==> config.mk <==
export PLATFORM = sky130hd
export DESIGN_NAME = ots_overtemperature_supervisor
export DESIGN_NICKNAME = d
export VERILOG_FILES = /design/src/rtl/ots_pkg.sv /design/src/rtl/ots_overtemperature_supervisor.sv
export SDC_FILE = /design/constraint.sdc
export NUM_CORES = 1
export LEC_CHECK = 0
export BUFFER_PORTS_ARGS = -buffer_cell sky130_fd_sc_hd__buf_2
export CAP_MARGIN = 20
export CORE_AREA = 2 2 39 41
export DETAILED_ROUTE_END_ITERATION = 8
export DIE_AREA = 0 0 41 43
export MAX_ROUTING_LAYER = met4
export PLACE_DENSITY_LB_ADDON = 0.15
export SETUP_SLACK_MARGIN = 0.2
export SYNTH_ARGS = -nofsm -noshare
export SYNTH_HDL_FRONTEND = slang
export SYNTH_SLANG_ARGS = --single-unit
==> constraint.sdc <==
create_clock -name clk_sys_in -period 1.5 [get_ports clk_sys_in]
set_input_delay 0.3 -clock clk_sys_in [delete_from_list [all_inputs] [get_ports clk_sys_in]]
set_output_delay 0.3 -clock clk_sys_in [all_outputs]
set_load 0.01 [all_outputs]
==> src/rtl/ots_pkg.sv <==
`default_nettype none

package ots_pkg;
    // Register location and field layout
    localparam logic [7:0] REG_ADDR_CONTROL     = 8'h29;
    localparam int         BIT_MONITOR_ENABLE   = 0;
    localparam int         BIT_OVERHEAT_FLAG    = 1;
    localparam int         BIT_FLAG_CLEAR       = 2;
    localparam logic       RST_MONITOR_ENABLE   = 1'h1;
    localparam logic       RST_OVERHEAT_FLAG    = 1'h0;
    // Thresholds in degrees Celsius
    localparam int         OVERHEAT_RISE_THRESHOLD = 140;
    localparam int         OVERHEAT_HYSTERESIS     = 5;

    typedef struct packed {
        logic       wr;
        logic       rd;
        logic [7:0] addr;
        logic [7:0] wdata;
    } ots_reg_req_t;
endpackage

`default_nettype wire

==> src/rtl/ots_overtemperature_supervisor.sv <==
`timescale 1ns/1ps
`default_nettype none

module ots_overtemperature_supervisor #(
    parameter int TEMP_W = 9
) (
    input  wire logic                  clk_sys_in,
    input  wire logic                  rst_in,
    input  wire logic [TEMP_W-1:0]     temp_c_in,
    input  wire ots_pkg::ots_reg_req_t reg_req_in,
    output logic [7:0]                 reg_rdata_out,
    output logic                       outputs_disable_out,
    output logic                       overheat_flag_out,
    output logic                       overheat_monitor_enable_out
);

    // Refuse widths that cannot hold the rise threshold
    if (TEMP_W < 8 || (2 ** TEMP_W) <= ots_pkg::OVERHEAT_RISE_THRESHOLD)
    begin : g_width_check
        $error("TEMP_W too narrow for the threshold");
    end

    // Release point sits one hysteresis step below the rise point
    localparam logic [TEMP_W-1:0] RISE = TEMP_W'(ots_pkg::OVERHEAT_RISE_THRESHOLD);
    localparam logic [TEMP_W-1:0] FALL =
        TEMP_W'(ots_pkg::OVERHEAT_RISE_THRESHOLD - ots_pkg::OVERHEAT_HYSTERESIS);

    ////////////////////////////////////////////////////////////////////////////
    logic reg_hit;
    logic clear_req;
    logic hot;
    logic cool;
    logic flag_clear;

    // Sensor value arrives in whole degrees, so plain compares suffice
    // Bits of the register outside this block are decoded elsewhere
    assign reg_hit   = reg_req_in.addr == ots_pkg::REG_ADDR_CONTROL;
    assign clear_req = reg_hit && reg_req_in.wr && reg_req_in.wdata[ots_pkg::BIT_FLAG_CLEAR];
    assign hot       = temp_c_in >= RISE;
    assign cool      = temp_c_in < FALL;

    ////////////////////////////////////////////////////////////////////////////
    // Enable bit
    always_ff @(posedge clk_sys_in)
    begin
        if (rst_in)
            overheat_monitor_enable_out <= ots_pkg::RST_MONITOR_ENABLE;
        else if (reg_hit && reg_req_in.wr)
            overheat_monitor_enable_out <= reg_req_in.wdata[ots_pkg::BIT_MONITOR_ENABLE];
    end

    // Clear strobe is a one-cycle pulse, so the bit never stays at one
    always_ff @(posedge clk_sys_in)
    begin
        if (rst_in)
            flag_clear <= 1'b0;
        else
            flag_clear <= clear_req;
    end

    // Sticky flag; a new overheat in the clearing cycle wins
    always_ff @(posedge clk_sys_in)
    begin
        if (rst_in)
            overheat_flag_out <= ots_pkg::RST_OVERHEAT_FLAG;
        else if (overheat_monitor_enable_out && hot)
            overheat_flag_out <= 1'b1;
        else if (flag_clear)
            overheat_flag_out <= 1'b0;
    end

    // Shutdown with hysteresis; held between FALL and RISE to avoid chatter
    always_ff @(posedge clk_sys_in)
    begin
        if (rst_in)
            outputs_disable_out <= 1'b0;
        else if (!overheat_monitor_enable_out)
            outputs_disable_out <= 1'b0;
        else if (hot)
            outputs_disable_out <= 1'b1;
        else if (cool)
            outputs_disable_out <= 1'b0;
    end

    // Read data; clear bit reads zero, other bits of the register are elsewhere
    always_ff @(posedge clk_sys_in)
    begin
        if (rst_in)
            reg_rdata_out <= 8'h00;
        else if (reg_hit && reg_req_in.rd)
        begin
            reg_rdata_out <= 8'h00;
            reg_rdata_out[ots_pkg::BIT_OVERHEAT_FLAG]  <= overheat_flag_out;
            reg_rdata_out[ots_pkg::BIT_MONITOR_ENABLE] <= overheat_monitor_enable_out;
        end
        else
            reg_rdata_out <= 8'h00;
    end

    ////////////////////////////////////////////////////////////////////////////
    a_rise_sets_flag: assert property (@(posedge clk_sys_in) disable iff (rst_in)
        overheat_monitor_enable_out && hot |=> overheat_flag_out && outputs_disable_out)
        else $error("overheat did not set flag and shutdown");

    a_flag_sticky: assert property (@(posedge clk_sys_in) disable iff (rst_in)
        overheat_flag_out && !flag_clear |=> overheat_flag_out)
        else $error("flag dropped without clear");

    a_clear_works: assert property (@(posedge clk_sys_in) disable iff (rst_in)
        clear_req && !hot ##1 !hot |=> !overheat_flag_out)
        else $error("clear write ignored");

    a_clear_pulse: assert property (@(posedge clk_sys_in) disable iff (rst_in)
        flag_clear && !clear_req |=> !flag_clear)
        else $error("clear bit not self clearing");

    a_hold_hyst: assert property (@(posedge clk_sys_in) disable iff (rst_in)
        outputs_disable_out && overheat_monitor_enable_out && !cool |=> outputs_disable_out)
        else $error("released before hysteresis");

    a_release_cool: assert property (@(posedge clk_sys_in) disable iff (rst_in)
        cool |=> !outputs_disable_out)
        else $error("not released when cool");

    a_disabled_quiet: assert property (@(posedge clk_sys_in) disable iff (rst_in)
        !overheat_monitor_enable_out && !overheat_flag_out |=> !outputs_disable_out && !overheat_flag_out)
        else $error("acted while disabled");

    a_read_flag: assert property (@(posedge clk_sys_in) disable iff (rst_in)
        reg_hit && reg_req_in.rd |=> reg_rdata_out[1] == $past(overheat_flag_out))
        else $error("read data flag mismatch");

    a_enable_write: assert property (@(posedge clk_sys_in) disable iff (rst_in)
        reg_hit && reg_req_in.wr |=> overheat_monitor_enable_out == $past(reg_req_in.wdata[0]))
        else $error("enable write lost");

    ////////////////////////////////////////////////////////////////////////////
    // Threshold, shutdown and reset values
    a_reset_values: assert property (@(posedge clk_sys_in)
        rst_in |=> !overheat_flag_out && overheat_monitor_enable_out && !outputs_disable_out && reg_rdata_out == 8'h00)
        else $error("reset values wrong");

    a_below_rise: assert property (@(posedge clk_sys_in) disable iff (rst_in)
        overheat_monitor_enable_out && !hot && !overheat_flag_out |=> !overheat_flag_out)
        else $error("flag set below threshold");

    a_no_early_off: assert property (@(posedge clk_sys_in) disable iff (rst_in)
        !outputs_disable_out && !hot |=> !outputs_disable_out)
        else $error("shutdown below threshold");

    a_hot_holds_off: assert property (@(posedge clk_sys_in) disable iff (rst_in)
        outputs_disable_out && overheat_monitor_enable_out && hot |=> outputs_disable_out)
        else $error("shutdown dropped while hot");

    a_flag_on_resume: assert property (@(posedge clk_sys_in) disable iff (rst_in)
        overheat_flag_out && cool && !flag_clear |=> overheat_flag_out && !outputs_disable_out)
        else $error("flag lost on resume");

    a_disabled_free: assert property (@(posedge clk_sys_in) disable iff (rst_in)
        !overheat_monitor_enable_out |=> !outputs_disable_out)
        else $error("shutdown while disabled");

    a_disabled_no_set: assert property (@(posedge clk_sys_in) disable iff (rst_in)
        !overheat_monitor_enable_out |=> !$rose(overheat_flag_out))
        else $error("flag set while disabled");

    ////////////////////////////////////////////////////////////////////////////
    // Clearing; a pending overheat must always beat the clear
    a_clear_loses: assert property (@(posedge clk_sys_in) disable iff (rst_in)
        flag_clear && overheat_monitor_enable_out && hot |=> overheat_flag_out)
        else $error("clear beat overheat");

    a_clear_only: assert property (@(posedge clk_sys_in) disable iff (rst_in)
        $fell(overheat_flag_out) |-> $past(flag_clear))
        else $error("flag fell without clear");

    a_clear_strobe: assert property (@(posedge clk_sys_in) disable iff (rst_in)
        clear_req |=> flag_clear)
        else $error("clear strobe missing");

    a_clear_idle: assert property (@(posedge clk_sys_in) disable iff (rst_in)
        !clear_req |=> !flag_clear)
        else $error("clear strobe without write");

    a_read_keeps: assert property (@(posedge clk_sys_in) disable iff (rst_in)
        reg_hit && reg_req_in.rd && overheat_flag_out && !flag_clear |=> overheat_flag_out)
        else $error("read cleared flag");

    ////////////////////////////////////////////////////////////////////////////
    // Register view
    a_read_enable: assert property (@(posedge clk_sys_in) disable iff (rst_in)
        reg_hit && reg_req_in.rd |=> reg_rdata_out[ots_pkg::BIT_MONITOR_ENABLE] == $past(overheat_monitor_enable_out))
        else $error("read data enable mismatch");

    a_read_clear_zero: assert property (@(posedge clk_sys_in) disable iff (rst_in)
        reg_hit && reg_req_in.rd |=> reg_rdata_out[ots_pkg::BIT_FLAG_CLEAR] == 1'b0)
        else $error("clear bit read back as one");

    a_other_addr: assert property (@(posedge clk_sys_in) disable iff (rst_in)
        !reg_hit |=> reg_rdata_out == 8'h00 && $stable(overheat_monitor_enable_out))
        else $error("other address acted");

    a_rdata_pulse: assert property (@(posedge clk_sys_in) disable iff (rst_in)
        !(reg_hit && reg_req_in.rd) |=> reg_rdata_out == 8'h00)
        else $error("read data outside read");

endmodule

`default_nettype wire

## Word level (Yosys, flattened, before mapping)

Index checks and enable logic that the tools add are counted.

- Flip-flop bits (word level): 12
- Bits in writable memories: 0
- Word-level logic and storage cells: 23
- Memories kept: 0
- Input port bits: 29
- Output and inout bits: 11
- Latch bits: 0
- ROM bits: 0

- Shifts and indexed selects: 0
- Bitwise operators: 2
- $lt $le $gt $ge: 2
- Multiply operators: 0
- Add/subtract/negate cells: 0
- Div/mod/pow operators: 0
- Muxes and demuxes: 4
- Reductions and logical operators: 8
- Equality and inequality tests: 1

Operators with widths:

| operator | number |
|---|---|
| $ge 9x8->1 const B | 1 |
| $lt 9x8->1 const B | 1 |
| $eq 8x6->1 const B | 1 |
| $logic_and 1x1->1 | 4 |
| $mux 1 | 4 |
| $reduce_bool 2->1 | 2 |
| $reduce_or 2->1 | 2 |
| $not 1->1 | 2 |

## Logic depth before layout (Yosys ltp)

- Depth after elaboration: 4
- Depth in mapped cells: 3
- Depth with buffers taken out: 3

## Least setup slack after synthesis

Ideal clock, no wire load.

- Kind: input to register
- Start point: input port temp_c_in[8]
- End point: register outputs_disable_out
- Arrival: 0.916 ns
- Setup time: 0.126 ns
- Stages on the path: 3
- Data required time: 1.374 ns
- Buffers on the path: 0
- Path slack: 0.458 ns
- Cells stage by stage: or3_4 -> o221ai_2 -> o31ai_1

- Longest elaborated chain between the ends: 2
- Elaborated cells on any way between the ends: 4
- Those cells by class: order compare (2); mux (1); reduce/logical (1)

RTL lines:

| what | line | RTL |
|---|---|---|
| start, declared | ots_overtemperature_supervisor.sv:9 | `input wire logic [TEMP_W-1:0] temp_c_in,` |
| $ge 9x8->1 / $lt 9x8->1 (equally long branches) | ots_overtemperature_supervisor.sv:39, ots_overtemperature_supervisor.sv:40 |  |
| $mux 1 / $reduce_bool 2->1 (equally long branches) | n/a |  |
| end signal, assigned | ots_overtemperature_supervisor.sv:78 | `outputs_disable_out <= 1'b0;` |
| end signal, assigned | ots_overtemperature_supervisor.sv:80 | `outputs_disable_out <= 1'b1;` |
| end signal, assigned | ots_overtemperature_supervisor.sv:82 | `outputs_disable_out <= 1'b0;` |
| end, declared | ots_overtemperature_supervisor.sv:12 | `output logic outputs_disable_out,` |

Parallel ways exist; a longest one is shown, timed or not.
A chain may end at the register's enable or synchronous reset.

## Worst setup path in the final report

- Start point: register overheat_flag_out
- End point: output port overheat_flag_out

RTL lines:

| what | line | RTL |
|---|---|---|
| start, declared | ots_overtemperature_supervisor.sv:13 | `output logic overheat_flag_out,` |
| start signal, assigned | ots_overtemperature_supervisor.sv:65 | `overheat_flag_out <= ots_pkg::RST_OVERHEAT_FLAG;` |

No word-level cell between the ends.

==> flow_metrics.tcl <==
set metrics [dict create \
    status "finished, final reports clean" \
    critPathLaunchType "flop" \
    drcViolationCount 0 \
    cp-startpoint "overheat_flag_out$_SDFFE_PP0P_" \
    crit_arrival_ns 0.70 \
    r2r_cells 3 \
    synth-edff-count 0 \
    reg2reg_from "overheat_monitor_enable_out$_SDFFE_PP1P_" \
    fp.dieArea_um2 1763 \
    hold_viol_final 0 \
    routed_wl_um 653 \
    cts_resized 0 \
    overflow 0 \
    end_kind "primary output" \
    routedWlPerCell_um 8.372 \
    synthesis.instances 33 \
    clock-skew-final_ns 0.003490 \
    cpPeakStageDelay_ns 0.33 \
    layout-drive-gt1-share_pct 53.23 \
    syn2layout_area_growth_pct 47.64 \
    crit_chain "buf_2" \
    finalSetupViolCount 0 \
    drtPass1Iterations 1 \
    routabilityCongestion 0.6473 \
    htree_levels 1 \
    hold_class "primary input to flop" \
    ys_seq_elements 6 \
    coreArea_um2 1384 \
    crit_buf_inv 1 \
    yosysTopAreaCellShare_pct 37.80 \
    vias 325 \
    antenna_found_initial 0 \
    reg2reg_to "outputs_disable_out$_SDFFE_PP0P_" \
    holdBufCountCts 0 \
    grt_max_degree 7 \
    post-route-period-util_pct 66.90 \
    stdcell_count 78 \
    synth.distinct_cells 19 \
    first_iter_violations 0 \
    grt_pass1_wl_mm 1.104 \
    clk_root_buffer_cell "clkbuf_4" \
    crit_fanout 3 \
    criticalPathCategory "flop to primary output" \
    die_w_um 41 \
    synth_common_cells "buf_4, dfxtp_1, nor2_1" \
    synthArstFlopShare_pct 0 \
    clkSinkCount 6 \
    crit_path_end "overheat_flag_out" \
    dp_hpwl_um 583.7 \
    nets 93 \
    vdd_ir_drop_max_mv 0.2420 \
    clk_pin_slew_ns 0.04 \
    cts_tree "yes" \
    yosys.area.top_type "dfxtp_1" \
    start_util_pct 22.97 \
    synth_ff_type "dfxtp_1" \
    power.density_nw_per_um2 796.0 \
    crit_required_ns 1.20 \
    yosysSeqAreaShare_pct 37.80 \
    port_buffers 27 \
    via_per_inst 4.167 \
    num_antenna_cells 0 \
    place_inst 75 \
    yosysWarnings 0 \
    antenna_left 0 \
    post_cts_buffers 0 \
    max_cap_violations 0 \
    cp.depth 1 \
    fmax_mhz 996.5 \
    rsz0062_at_grt "false" \
    maxSlewViolCount 0 \
    cp_top_family "flip-flops" \
    clock_latency_ns 0.24 \
    io_pins 40 \
    setup-tns-final_ns 0 \
    global_route.usage.total_pct 10.61 \
    p_leak_nw 0.2505 \
    slowest_stage "dfxtp_1" \
    min_period_ns 1.003 \
    synth_area_leaders "dfxtp_1, buf_4, o221ai_2, and3_1, and4bb_2" \
    grt_pass1_vias 302 \
    reg2reg_slack_ns 0.54 \
    clk_path_buf_depth 2 \
    avgSynthCellArea_um2 9.630 \
    num_rows 14 \
    die_y_um 43 \
    syn_area_um2 317.8 \
    cts_buffers 3 \
]
[flip-flops by register name (all words and copies together), names as in the netlist]
register                     flops
flag_clear                       1
outputs_disable_out              1
overheat_flag_out                1
overheat_monitor_enable_out      1
reg_rdata_out                    2
[power breakdown]
part / switching [mW] / total (mW) / leakage [nW] / internal (mW)
sequential: 0.00275 / 0.168 / 0.0491 / 0.165
clock: 0.0518 / 0.142 / 0.0138 / 0.0901
combinational: 0.0294 / 0.0635 / 0.188 / 0.0341
total: 0.0839 / 0.373 / 0.250 / 0.290
[through the flow]
stage	setup WS, ns	power, mW	cell area, um^2	util, %	hold slack [ns]
2_1_floorplan	0.4577	0.2086	336.6	-	0.3761
3_3_place_gp	0.2899	0.2344	446.7	32.28	0.3936
3_5_place_dp	0.2987	0.2353	446.7	32.28	0.3995
4_1_cts	0.4758	0.3839	469.2	33.91	0.2929
5_1_grt	0.4278	0.4088	469.2	33.91	0.2915
6_report	0.4965	0.3735	469.2	33.91	0.3013
[routing by layer]
layer  vias up  track usage, %  wire [um]
li1        168               -          -
met1       139           11.29        267
met2        16           12.81        308
met3         2           6.283         67
met4         0           10.00         10
met5         -               -          0
[layout by cell type (no fill, tap or decap), types with 2 or more instances in the layout]
cell type  instances
and3_1             2
buf_2             27
clkbuf_4           3
conb_1             6
dfxtp_1            6
nor2_1             3
nor2b_1            2
[cell families after synthesis]
| kind of cell | synth area share (%) |
|---|---|
| AO/OA/AOI/OAI | 13.78 |
| AND/OR/NAND/NOR | 29.92 |
| multiplexers | 3.150 |
| flip-flops | 37.80 |
| other | 1.180 |
| buffers and inverters | 14.17 |
[area by class of cell]
cell class | instances | area (um^2)
Fill cell | 161 | 914.6
Multi-Input combinational cell | 26 | 171.4
Timing Repair Buffer | 27 | 135.1
Sequential cell | 6 | 120.1
Clock buffer | 3 | 22.52
Tap cell | 16 | 20.02
[worst min-delay path by stage]
stage	slack, ns	end	from	cells after the start
floorplan	0.38	flag_clear$_SDFF_PP0_	rst_in	1
global placement	0.39	overheat_flag_out$_SDFFE_PP0P_	flag_clear$_SDFF_PP0_	1
detailed placement	0.40	overheat_flag_out$_SDFFE_PP0P_	flag_clear$_SDFF_PP0_	1
CTS	0.29	reg_rdata_out[0]$_SDFF_PP0_	reg_req_in[16]	2
global route	0.29	reg_rdata_out[0]$_SDFF_PP0_	reg_req_in[16]	2
finish	0.30	flag_clear$_SDFF_PP0_	rst_in	2
Note: power is estimated with default switching activity, not from simulation.
